`config.mk`:
```
export PLATFORM = sky130hd
export DESIGN_NAME = dco_top
export DESIGN_NICKNAME = d
export VERILOG_FILES = /design/src/common/dco_pkg.sv /design/src/verilog/dco_store.sv /design/src/verilog/dco_top.sv
export SDC_FILE = /design/constraint.sdc
export NUM_CORES = 1
export LEC_CHECK = 0
export ABC_AREA = 1
export BUFFER_PORTS_ARGS = -buffer_cell sky130_fd_sc_hd__buf_2
export CORE_MARGIN = 4
export CORE_UTILIZATION = 54
export DETAILED_ROUTE_END_ITERATION = 8
export PLACE_DENSITY = 0.85
export RECOVER_POWER = 50
export SYNTH_ARGS = -nofsm -noshare
export SYNTH_HDL_FRONTEND = slang
export SYNTH_SLANG_ARGS = --single-unit
```
`constraint.sdc`:
```
create_clock -name clk_sys -period 2.4 [get_ports clk_sys]
set_input_delay 0.12 -clock clk_sys [delete_from_list [all_inputs] [get_ports clk_sys]]
set_output_delay 0.12 -clock clk_sys [all_outputs]
set_load 0.03 [all_outputs]
```
`src/common/dco_pkg.sv`:
```
package dco_pkg;
	// ----------------------------------------
	// register map and field layout
	// ----------------------------------------
	localparam logic [7:0] DCO_WR_OPCODE = 8'h3E;
	localparam logic [7:0] DCO_RD_OPCODE = 8'hBE;
	localparam logic [7:0] DCO_REG_OFFSET = 8'h3E;
	localparam logic [15:0] DCO_RESET_VALUE = 16'h0000;
	localparam int DCO_RET_MSB = 15;
	localparam int DCO_RET_LSB = 8;
	localparam int DCO_RSVD_BIT = 7;
	localparam int DCO_DET_MSB = 6;
	localparam logic [15:0] DCO_WRITE_MASK = 16'hFF7F;
	// ----------------------------------------
	// comparator level: supply * (base + code) / step_div
	// ----------------------------------------
	localparam logic signed [11:0] DCO_LEVEL_BASE = 12'sh480;
	localparam logic [11:0] DCO_LEVEL_DIV = 12'hC00;

	typedef enum logic [1:0] {
		DCO_IDLE = 2'b01,
		DCO_WAIT = 2'b10
	} dco_phase_e;

	typedef struct packed {
		logic [15:0] value;
	} dco_reg_s;

	typedef struct packed {
		logic signed [11:0] level;
		logic returned;
	} dco_cmp_s;
endpackage

```
`src/verilog/dco_store.sv`:
```
`timescale 1ns/10ps
// ----------------------------------------
// flash-backed register cell
// ----------------------------------------
module dco_store (
	input wire logic clk_sys,
	input wire logic rst_b,
	input wire logic load_en,
	input wire logic [15:0] load_data,
	output dco_pkg::dco_reg_s stored
);
	import dco_pkg::*;

	dco_reg_s state_q;
	dco_reg_s state_d;

	// masked write keeps the reserved bit clear
	always_comb begin
		state_d = state_q;
		if (load_en) begin
			state_d.value = load_data & DCO_WRITE_MASK;
		end
	end

	always_ff @(posedge clk_sys or negedge rst_b) begin
		if (!rst_b) begin
			state_q <= '{value: DCO_RESET_VALUE};
		end else begin
			state_q <= state_d;
		end
	end

	assign stored = state_q;

	a_rsvd_zero: assert property (@(posedge clk_sys) disable iff (!rst_b)
		!state_q.value[DCO_RSVD_BIT]) else $error("reserved bit set");
endmodule

```
`src/verilog/dco_top.sv`:
```
// Summary of operation
// - after the early edge, comparator switches from detect offset to return offset
// - return offset bits 15:8 read as a signed two's-complement count
// - level code equals 1152 plus signed code, in steps of supply/3072
// - unsigned 7-bit detect offset in bits 6:0 used during early-edge detection
// - stop polarity 0 makes the detect offset positive
// - stop polarity 1 makes the detect offset negative
`timescale 1ns/10ps
module dco_top (
	input wire logic clk_sys,
	input wire logic rst_b,
	input wire logic cmd_valid,
	input wire logic [7:0] cmd_opcode,
	input wire logic [15:0] cmd_wdata,
	input wire logic flash_load,
	input wire logic [15:0] flash_data,
	input wire logic stop_edge_polarity,
	input wire logic meas_start,
	input wire logic early_edge_found,
	input wire logic meas_done,
	output logic [15:0] rd_data,
	output logic rd_valid,
	output logic signed [11:0] cmp_level,
	output logic cmp_returned,
	output logic [15:0] flash_image
);
	import dco_pkg::*;

	// ----------------------------------------
	// register cell
	// ----------------------------------------
	dco_reg_s stored;
	logic wr_hit;
	logic load_en;
	logic [15:0] load_data;

	// write opcode or flash recall loads the cell
	assign wr_hit = cmd_valid && (cmd_opcode == DCO_WR_OPCODE);
	assign load_en = wr_hit || flash_load;
	assign load_data = wr_hit ? cmd_wdata : flash_data;

	dco_store u_store (
		.clk_sys(clk_sys),
		.rst_b(rst_b),
		.load_en(load_en),
		.load_data(load_data),
		.stored(stored)
	);

	// ----------------------------------------
	// sequencing and outputs
	// ----------------------------------------
	// everything remembered apart from the register cell
	typedef struct packed {
		dco_phase_e phase;
		dco_cmp_s cmp;
		logic [15:0] rdata;
		logic rvalid;
		logic [15:0] image;
	} dco_state_s;

	// current and next copies of the state
	dco_state_s st_q;
	dco_state_s st_d;
	logic signed [11:0] det_signed;
	logic signed [11:0] ret_signed;

	// signed offsets from the stored fields
	always_comb begin
		det_signed = {5'h00, stored.value[DCO_DET_MSB:0]};
		if (stop_edge_polarity) begin
			det_signed = -det_signed;
		end
		ret_signed = {{4{stored.value[DCO_RET_MSB]}},
			stored.value[DCO_RET_MSB:DCO_RET_LSB]};
	end

	// phase machine picks which offset drives the comparator
	always_comb begin
		st_d = st_q;
		// read strobe lasts one cycle
		st_d.rvalid = 1'b0;
		st_d.image = stored.value;
		// read opcode latches the register
		if (cmd_valid && (cmd_opcode == DCO_RD_OPCODE)) begin
			st_d.rdata = stored.value;
			st_d.rvalid = 1'b1;
		end
		// measurement phase
		case (st_q.phase)
			DCO_IDLE: begin
				if (meas_start) begin
					st_d.phase = DCO_WAIT;
				end
			end
			DCO_WAIT: begin
				if (meas_done) begin
					st_d.phase = DCO_IDLE;
				end else if (early_edge_found) begin
					st_d.cmp.returned = 1'b1;
				end
			end
			default: st_d.phase = DCO_IDLE;
		endcase
		// a new measurement starts on the detect offset
		if (meas_start && st_q.phase == DCO_IDLE) begin
			st_d.cmp.returned = 1'b0;
		end
		// level code relative to supply/3072
		if (st_d.cmp.returned) begin
			st_d.cmp.level = DCO_LEVEL_BASE + ret_signed;
		end else begin
			st_d.cmp.level = DCO_LEVEL_BASE + det_signed;
		end
	end

	// async clear: idle, detect offset of a zero register
	always_ff @(posedge clk_sys or negedge rst_b) begin
		if (!rst_b) begin
			st_q.phase <= DCO_IDLE;
			st_q.cmp.level <= DCO_LEVEL_BASE;
			st_q.cmp.returned <= 1'b0;
			st_q.rdata <= 16'h0000;
			st_q.rvalid <= 1'b0;
			st_q.image <= DCO_RESET_VALUE;
		end else begin
			st_q <= st_d;
		end
	end

	// outputs straight from the state flops
	assign rd_data = st_q.rdata;
	assign rd_valid = st_q.rvalid;
	assign cmp_level = st_q.cmp.level;
	assign cmp_returned = st_q.cmp.returned;
	assign flash_image = st_q.image;

	// ----------------------------------------
	// checks
	// ----------------------------------------
	// switch-over from detect offset to return offset
	a_return_switch: assert property (@(posedge clk_sys) disable iff (!rst_b)
		(st_q.phase == DCO_WAIT && early_edge_found && !meas_done) |=> cmp_returned)
		else $error("no switch to return offset");
	a_return_hold: assert property (@(posedge clk_sys) disable iff (!rst_b)
		(st_q.phase == DCO_WAIT && cmp_returned) |=> cmp_returned)
		else $error("return offset dropped while measuring");
	a_idle_hold: assert property (@(posedge clk_sys) disable iff (!rst_b)
		(st_q.phase == DCO_IDLE && !meas_start) |=> cmp_returned == $past(cmp_returned))
		else $error("offset choice changed while idle");
	a_done_wins: assert property (@(posedge clk_sys) disable iff (!rst_b)
		(st_q.phase == DCO_WAIT && meas_done) |=>
		(st_q.phase == DCO_IDLE && cmp_returned == $past(cmp_returned)))
		else $error("measurement end not taken");
	a_start_measure: assert property (@(posedge clk_sys) disable iff (!rst_b)
		(st_q.phase == DCO_IDLE && meas_start) |=> st_q.phase == DCO_WAIT)
		else $error("measurement start not taken");
	a_phase_onehot: assert property (@(posedge clk_sys) disable iff (!rst_b)
		$onehot(st_q.phase))
		else $error("phase code not one-hot");

	// return offset level, signed code around the common-mode base
	a_return_sign: assert property (@(posedge clk_sys) disable iff (!rst_b)
		(cmp_returned && $stable(stored.value) && $past(cmp_returned)) |->
		cmp_level == DCO_LEVEL_BASE + $signed({{4{stored.value[15]}}, stored.value[15:8]}))
		else $error("return level wrong");
	a_level_range: assert property (@(posedge clk_sys) disable iff (!rst_b)
		cmp_level >= 12'sh400 && cmp_level <= 12'sh4FF)
		else $error("level out of range");

	// detect offset level and its sign
	a_detect_pos: assert property (@(posedge clk_sys) disable iff (!rst_b)
		(!cmp_returned && $past(!stop_edge_polarity) && $stable(stored.value)) |->
		cmp_level == DCO_LEVEL_BASE + $signed({5'h00, stored.value[6:0]}))
		else $error("positive detect level wrong");
	a_detect_neg: assert property (@(posedge clk_sys) disable iff (!rst_b)
		(!cmp_returned && $past(stop_edge_polarity) && $stable(stored.value)) |->
		cmp_level == DCO_LEVEL_BASE - $signed({5'h00, stored.value[6:0]}))
		else $error("negative detect level wrong");
	a_detect_use: assert property (@(posedge clk_sys) disable iff (!rst_b)
		(st_q.phase == DCO_IDLE && meas_start) |=> !cmp_returned)
		else $error("detect offset not used at start");
	a_detect_range: assert property (@(posedge clk_sys) disable iff (!rst_b)
		!cmp_returned |-> (cmp_level >= 12'sh401 && cmp_level <= 12'sh4FF))
		else $error("detect level out of range");

	// register commands, recall and flash image
	a_read_back: assert property (@(posedge clk_sys) disable iff (!rst_b)
		(cmd_valid && cmd_opcode == DCO_RD_OPCODE) |=> rd_valid && rd_data == $past(stored.value))
		else $error("read data wrong");
	a_read_pulse: assert property (@(posedge clk_sys) disable iff (!rst_b)
		!(cmd_valid && cmd_opcode == DCO_RD_OPCODE) |=> !rd_valid)
		else $error("read strobe too long");
	a_rdata_hold: assert property (@(posedge clk_sys) disable iff (!rst_b)
		!(cmd_valid && cmd_opcode == DCO_RD_OPCODE) |=> $stable(rd_data))
		else $error("read data moved without a read");
	a_rsvd_read: assert property (@(posedge clk_sys) disable iff (!rst_b)
		rd_valid |-> !rd_data[DCO_RSVD_BIT])
		else $error("reserved bit read back set");
	a_write_store: assert property (@(posedge clk_sys) disable iff (!rst_b)
		(cmd_valid && cmd_opcode == DCO_WR_OPCODE) |=>
		stored.value == ($past(cmd_wdata) & DCO_WRITE_MASK))
		else $error("write not stored");
	a_flash_recall: assert property (@(posedge clk_sys) disable iff (!rst_b)
		(flash_load && !(cmd_valid && cmd_opcode == DCO_WR_OPCODE)) |=>
		stored.value == ($past(flash_data) & DCO_WRITE_MASK))
		else $error("flash recall not stored");
	a_reg_hold: assert property (@(posedge clk_sys) disable iff (!rst_b)
		(!flash_load && !(cmd_valid && cmd_opcode == DCO_WR_OPCODE)) |=>
		$stable(stored.value))
		else $error("register changed without a load");
	a_image_follow: assert property (@(posedge clk_sys) disable iff (!rst_b)
		flash_image == $past(stored.value))
		else $error("flash image does not follow the register");

	// main scenarios reached
	c_switch: cover property (@(posedge clk_sys) disable iff (!rst_b)
		!cmp_returned ##1 cmp_returned);
	c_neg_detect: cover property (@(posedge clk_sys) disable iff (!rst_b)
		stop_edge_polarity && !cmp_returned && stored.value[6:0] != 7'h00);
	c_neg_return: cover property (@(posedge clk_sys) disable iff (!rst_b)
		cmp_returned && stored.value[15]);
	c_recall: cover property (@(posedge clk_sys) disable iff (!rst_b)
		flash_load && !cmd_valid);
	c_done_return: cover property (@(posedge clk_sys) disable iff (!rst_b)
		st_q.phase == DCO_WAIT && meas_done && cmp_returned);
endmodule
```
### Word level (Yosys, flattened, before mapping)

Index checks and enable logic that the tools add are counted.

| cells by class | value |
|---|---|
| add/sub/neg operators | 3 |
| eq/ne operators | 6 |
| mux-type cells | 11 |
| reductions and logical operators | 5 |

Operator list:

| operator | count |
|---|---|
| two-way mux 12 bit | 2 |
| two-way mux 16 bit | 1 |
| adder 12 bit, first input constant | 1 |
| adder 12 x 8 -> 12 bit, first input constant | 1 |
| negation 7 -> 12 bit | 1 |
| == test 8 x 6 -> 1 bit, second input constant | 1 |
| == test 8 bit, second input constant | 1 |
| two-way mux 1 bit | 5 |
| two-way mux 2 bit | 2 |
| != test 2 bit, second input constant | 2 |
| case mux 2 bit (2 select lines) | 1 |
| logical AND 1 bit | 3 |
| == test 2 x 1 -> 1 bit, second input constant | 1 |
| == test 2 bit, second input constant | 1 |
| AND reduction 2 bit | 1 |
| logical OR 1 bit | 1 |

| storage, ports and cells | value |
|---|---|
| register bits | 61 |
| input port bits | 48 |
| output and inout port bits | 46 |
| word-level logic and storage cells | 32 |

### Logic depth before layout (Yosys ltp)

| depth | value |
|---|---|
| word-level depth | 5 |
| mapped depth | 13 |
| depth with buffers taken out | 13 |

### Modules after synthesis

A second synthesis with hierarchy kept.

| second synthesis, totals | value |
|---|---|
| cells, all modules | 339 |
| area total of the unflattened synthesis | 3064.2 um^2 |

By module, submodules not included:

| module | instances | cells each | area each (um^2) | seq. area each (um^2) |
|---|---|---|---|---|
| dco_top | 1 | 273 | 2444.8 | 1204.9 |
| dco_store | 1 | 66 | 619.3 | 375.4 |

### Least setup slack after synthesis

OpenSTA, ideal clock, no wires.

| timing | value |
|---|---|
| kind | flip-flop to flip-flop |
| from | register st_q[46] in the netlist's numbering |
| to | register st_q (netlist bit cmp_level[11]) |
| setup time | 0.065 ns |
| data arrival time | 1.396 ns |
| required time | 2.335 ns |
| path slack | 0.939 ns |
| stages on the path, launching flop included | 13 |
| buffers on the path | 1 |
| clock period less this slack | 1.461 ns |
| cells stage by stage | dfstp_2 > nor2_1 > nand3_1 > nand2_1 > nand2_1 > buf_6 > nand2_1 > nand2_1 > inv_2 > ha_1 > inv_1 > nand3_1 > nand2_1 |

RTL lines:

| element | RTL line | text |
|---|---|---|
| start: declaration | dco_top.sv:63 | `dco_state_s st_q;` |
| start signal: assignment | dco_top.sv:127 | `st_q <= st_d;` |

### Worst setup path after layout

| timing | value |
|---|---|
| from | input cmd_opcode[1] |
| to | register st_q (netlist bit rd_data[12]) |

| between the ends | value |
|---|---|
| longest elaborated chain between the ends | 2 |

RTL lines:

| element | RTL line | text |
|---|---|---|
| start: declaration | dco_top.sv:13 | `input wire logic [7:0] cmd_opcode,` |
| == test 8 bit | dco_top.sv:85 | `if (cmd_valid && (cmd_opcode == DCO_RD_OPCODE)) begin` |
| logical AND 1 bit | dco_top.sv:85 |  |

Every way passes these cells.
A chain may end at the register's enable or synchronous reset.

==> metrics.md <==
| Metric | Value |
|---|---|
| Outcome | `finished clean` |
| Slew Limit Headroom | `0.149` |
| Synthesized flop and latch total | `61` |
| Avg Cell Area, Syn | `9.58 um^2` |
| Top cells by area, synth | `dfrtp_1, buf_4, nand2_1` |
| Share of layout cells above drive strength 1 | `0.257` |
| Max incr delay on CP | `1.01 ns` |
| Top-area cell type share of the netlist area | `0.517` |
| Root Driver | `clkbuf_8` |
| Pre-CTS setup slack | `0.699 ns` |
| Worst vdd ir | `0.000462 V` |
| Final period util | `0.776` |
| Min Clock Period, post-route | `1.86 ns` |
| Post-synthesis cell area | `2810 um^2` |
| TritonCTS clock tree | `done` |
| Drt via density | `4.82` |
| Crit path max-delay family | `simple AND/OR/NAND/NOR gates` |
| Fraction of registers with async set/reset | `1.00` |
| Final net count | `399` |
| CORE AREA | `4880 um^2` |
| Critical-path maximum fanout | `27` |
| Wire length per cell | `13.7 um` |
| Initial core utilization | `0.575` |
| Power Dens Cells | `814 nW/um^2` |
| Ant diodes | `0` |
| Synth warn | `0` |
| Num rows | `25` |
| Post-synth EDFFs | `0` |
| Yosys top cell by area | `dfrtp_1` |
| Skew final | `0.00636 ns` |
| Port Buf Inserts | `89` |
| Post-CTS Hold Fix Bufs | `5` |
| Final Hold Viols | `0` |
| Die height | `80.1 um` |
| Top_reg_cell synth | `dfrtp_1` |
| GR Overflow Total | `0` |
| Max Buffers Root-to-Sink | `2` |
| CP bufs+invs | `3` |
| Setup Buffers After CTS | `0` |
| CTS sink cnt | `61` |
| Kind of critical path | `primary input to register` |
| Sequential element share of the synthesized area | `0.545` |
| Setup WS post-layout | `0.538 ns` |
| Worst-case hold slack | `0.0125 ns` |
| Routability congestion estimate | `0.885` |
| CP endpoint kind | `register` |
| Number of buffers created by CTS | `9` |
| CP arrival | `2.13 ns` |
| Die area | `6410 um^2` |
| Cell count after synthesis | `293` |
| I/O pin cnt | `94` |
| Worst setup SP type | `primary input` |
| Die width | `80.1 um` |
| Hpwl dp | `4220 um` |
| Post-synth cell types | `26` |
| Max-Cap Viols | `0` |
| Largest net degree at the start of global routing | `37` |
| Post-CTS resize count | `0` |
| First-pass GRT wire length | `9460 um` |
| Vias in the first global route | `2,067` |
| Post-detailed-routing wire length | `5790 um` |
| Fin. max-slew vios | `0` |
| Worst path required time | `2.66 ns` |
| Detailed-route via count | `2,031` |
| DRT iter0 DRCs | `109` |
| Final setup fails | `0` |
| CP cell instances | `buf_2, inv_1, nor3_4, nand4_1, inv_1, nand2_1, nand2_1` |
| RSZ-0062 raised after global routing | `false` |
| H-tree levels | `3` |
| Leak Pwr | `1.61 nW` |
| Slowest stage cell, crit path | `nand4_1` |
| Drt pass-1 iters | `4` |
| Initial antenna violation count | `0` |
| Hold Path Class | `primary input to register` |
| GRT Overall Usage | `0.198` |
| Clock latency on the worst-skew pair | `0.33 ns` |
| Clock transition at path regs | `0.07 ns` |
| Drc violations | `0` |
| Setup TNS Final | `0 ns` |
| Tightest Pin Transition | `1.27 ns` |
| Post-DRT Antenna Nets | `0` |
| Max frequency | `537 MHz` |
| Layout area overhead | `12.3%` |
kinds of logic (layout without fill, tap and decap cells):
family,count (synthesis),after routing,synth area share
compound gates,34,34,0.0794
other cells,1,2,0.00134
simple gates,115,115,0.185
xor+xnor,3,3,0.00936
flops,61,61,0.545
fa+ha+maj,2,2,0.00892
buf+inv,77,137,0.171
power breakdown:
part | internal [mW] | total [mW] | switching [mW]
registers | 1.15 | 1.20 | 0.0525
logic | 0.136 | 0.500 | 0.365
clock network | 0.473 | 0.865 | 0.392
total | 1.76 | 2.57 | 0.809
flip-flops by register name (all words and copies together) (netlist names):
register	count
flash_image	15
rd_data	15
u_store.stored	15
cmp_level	12
st_q	2
cmp_returned	1
rd_valid	1
placed cells by master (no fill, tap or decap), types with 5 or more instances in the layout:
cell type,count
inv_1,23
clkinv_2,5
buf_2,58
nand2_1,71
nand3_1,25
nor2_1,13
o211ai_1,12
dlygate4sd3_1,5
o21ai_0,8
dfrtp_1,58
clkbuf_1,31
o21ai_1,5
clkbuf_8,9
o21ai_2,6
per-stage QoR:
stage               instances  area (um^2)  utilization  total power [mW]
detailed placement        400         2970        0.608              1.74
global placement          400         2970        0.608              1.72
finish                    421         3150        0.646              2.57
CTS                       421         3210        0.658              2.61
floorplan                 294         2810            -              1.67
global route              421         3150        0.646              2.71
worst paths after layout:
kind / start / to / slack (ns) / depth (start not counted)
max in group asynchronous: rst_b / cmp_level[7]$_DFF_PN1_ / 1.28 / 3
hold reg to reg: u_store.stored[9]$_DFFE_PN0P_ / flash_image[9]$_DFF_PN0_ / 0.38 / 0
setup reg to reg: st_q[46]$_DFFE_PN1P_ / cmp_level[11]$_DFF_PN0_ / 0.70 / 10
setup / recovery: cmd_opcode[1] / rd_data[12]$_DFFE_PN0P_ / 0.54 / 7
hold / removal: cmd_wdata[11] / u_store.stored[11]$_DFFE_PN0P_ / 0.01 / 3
min in group asynchronous: rst_b / cmp_level[6]$_DFF_PN0_ / 0.40 / 2
cell type report:
| class | count | area, um^2 |
|---|---|---|
| Clock buffer | 9 | 124 |
| Fill cell | 420 | 1730 |
| Clock inverter | 7 | 66.3 |
| Multi-Input combinational cell | 156 | 782 |
| Inverter | 25 | 95.1 |
| Sequential cell | 61 | 1530 |
| Timing Repair Buffer | 96 | 472 |
| Tap cell | 67 | 83.8 |
synthesized netlist by cell type, types with 3 or more instances:
library cell and count:
nand3_1 25, a21oi_1 3, dfstp_2 3, inv_1 23, o21ai_0 8, o21ai_2 6, xor2_1 3, dfrtp_1 58
o21ai_1 5, o211ai_1 12, nand2_1 70, buf_4 46, nor2_1 13
routing by layer:
metal  GRT usage  part of all wire  up-vias
li1            -                 -     1004
met1       0.241              0.42      942
met4      0.0608            0.0071        0
met5           0                 0        -
met2       0.334              0.49       81
met3      0.0661             0.078        4
worst reg2reg max path, delay by kind of cell (launching register included):
| family | cells | cell delay (ns) |
|---|---|---|
| adders and majority gates | 1 | 0.18 |
| and+or+nand+nor | 8 | 0.84 |
| buffers and inverters | 1 | 0.06 |
| DFF | 1 | 0.53 |
Power figures use the tool's default switching activity.
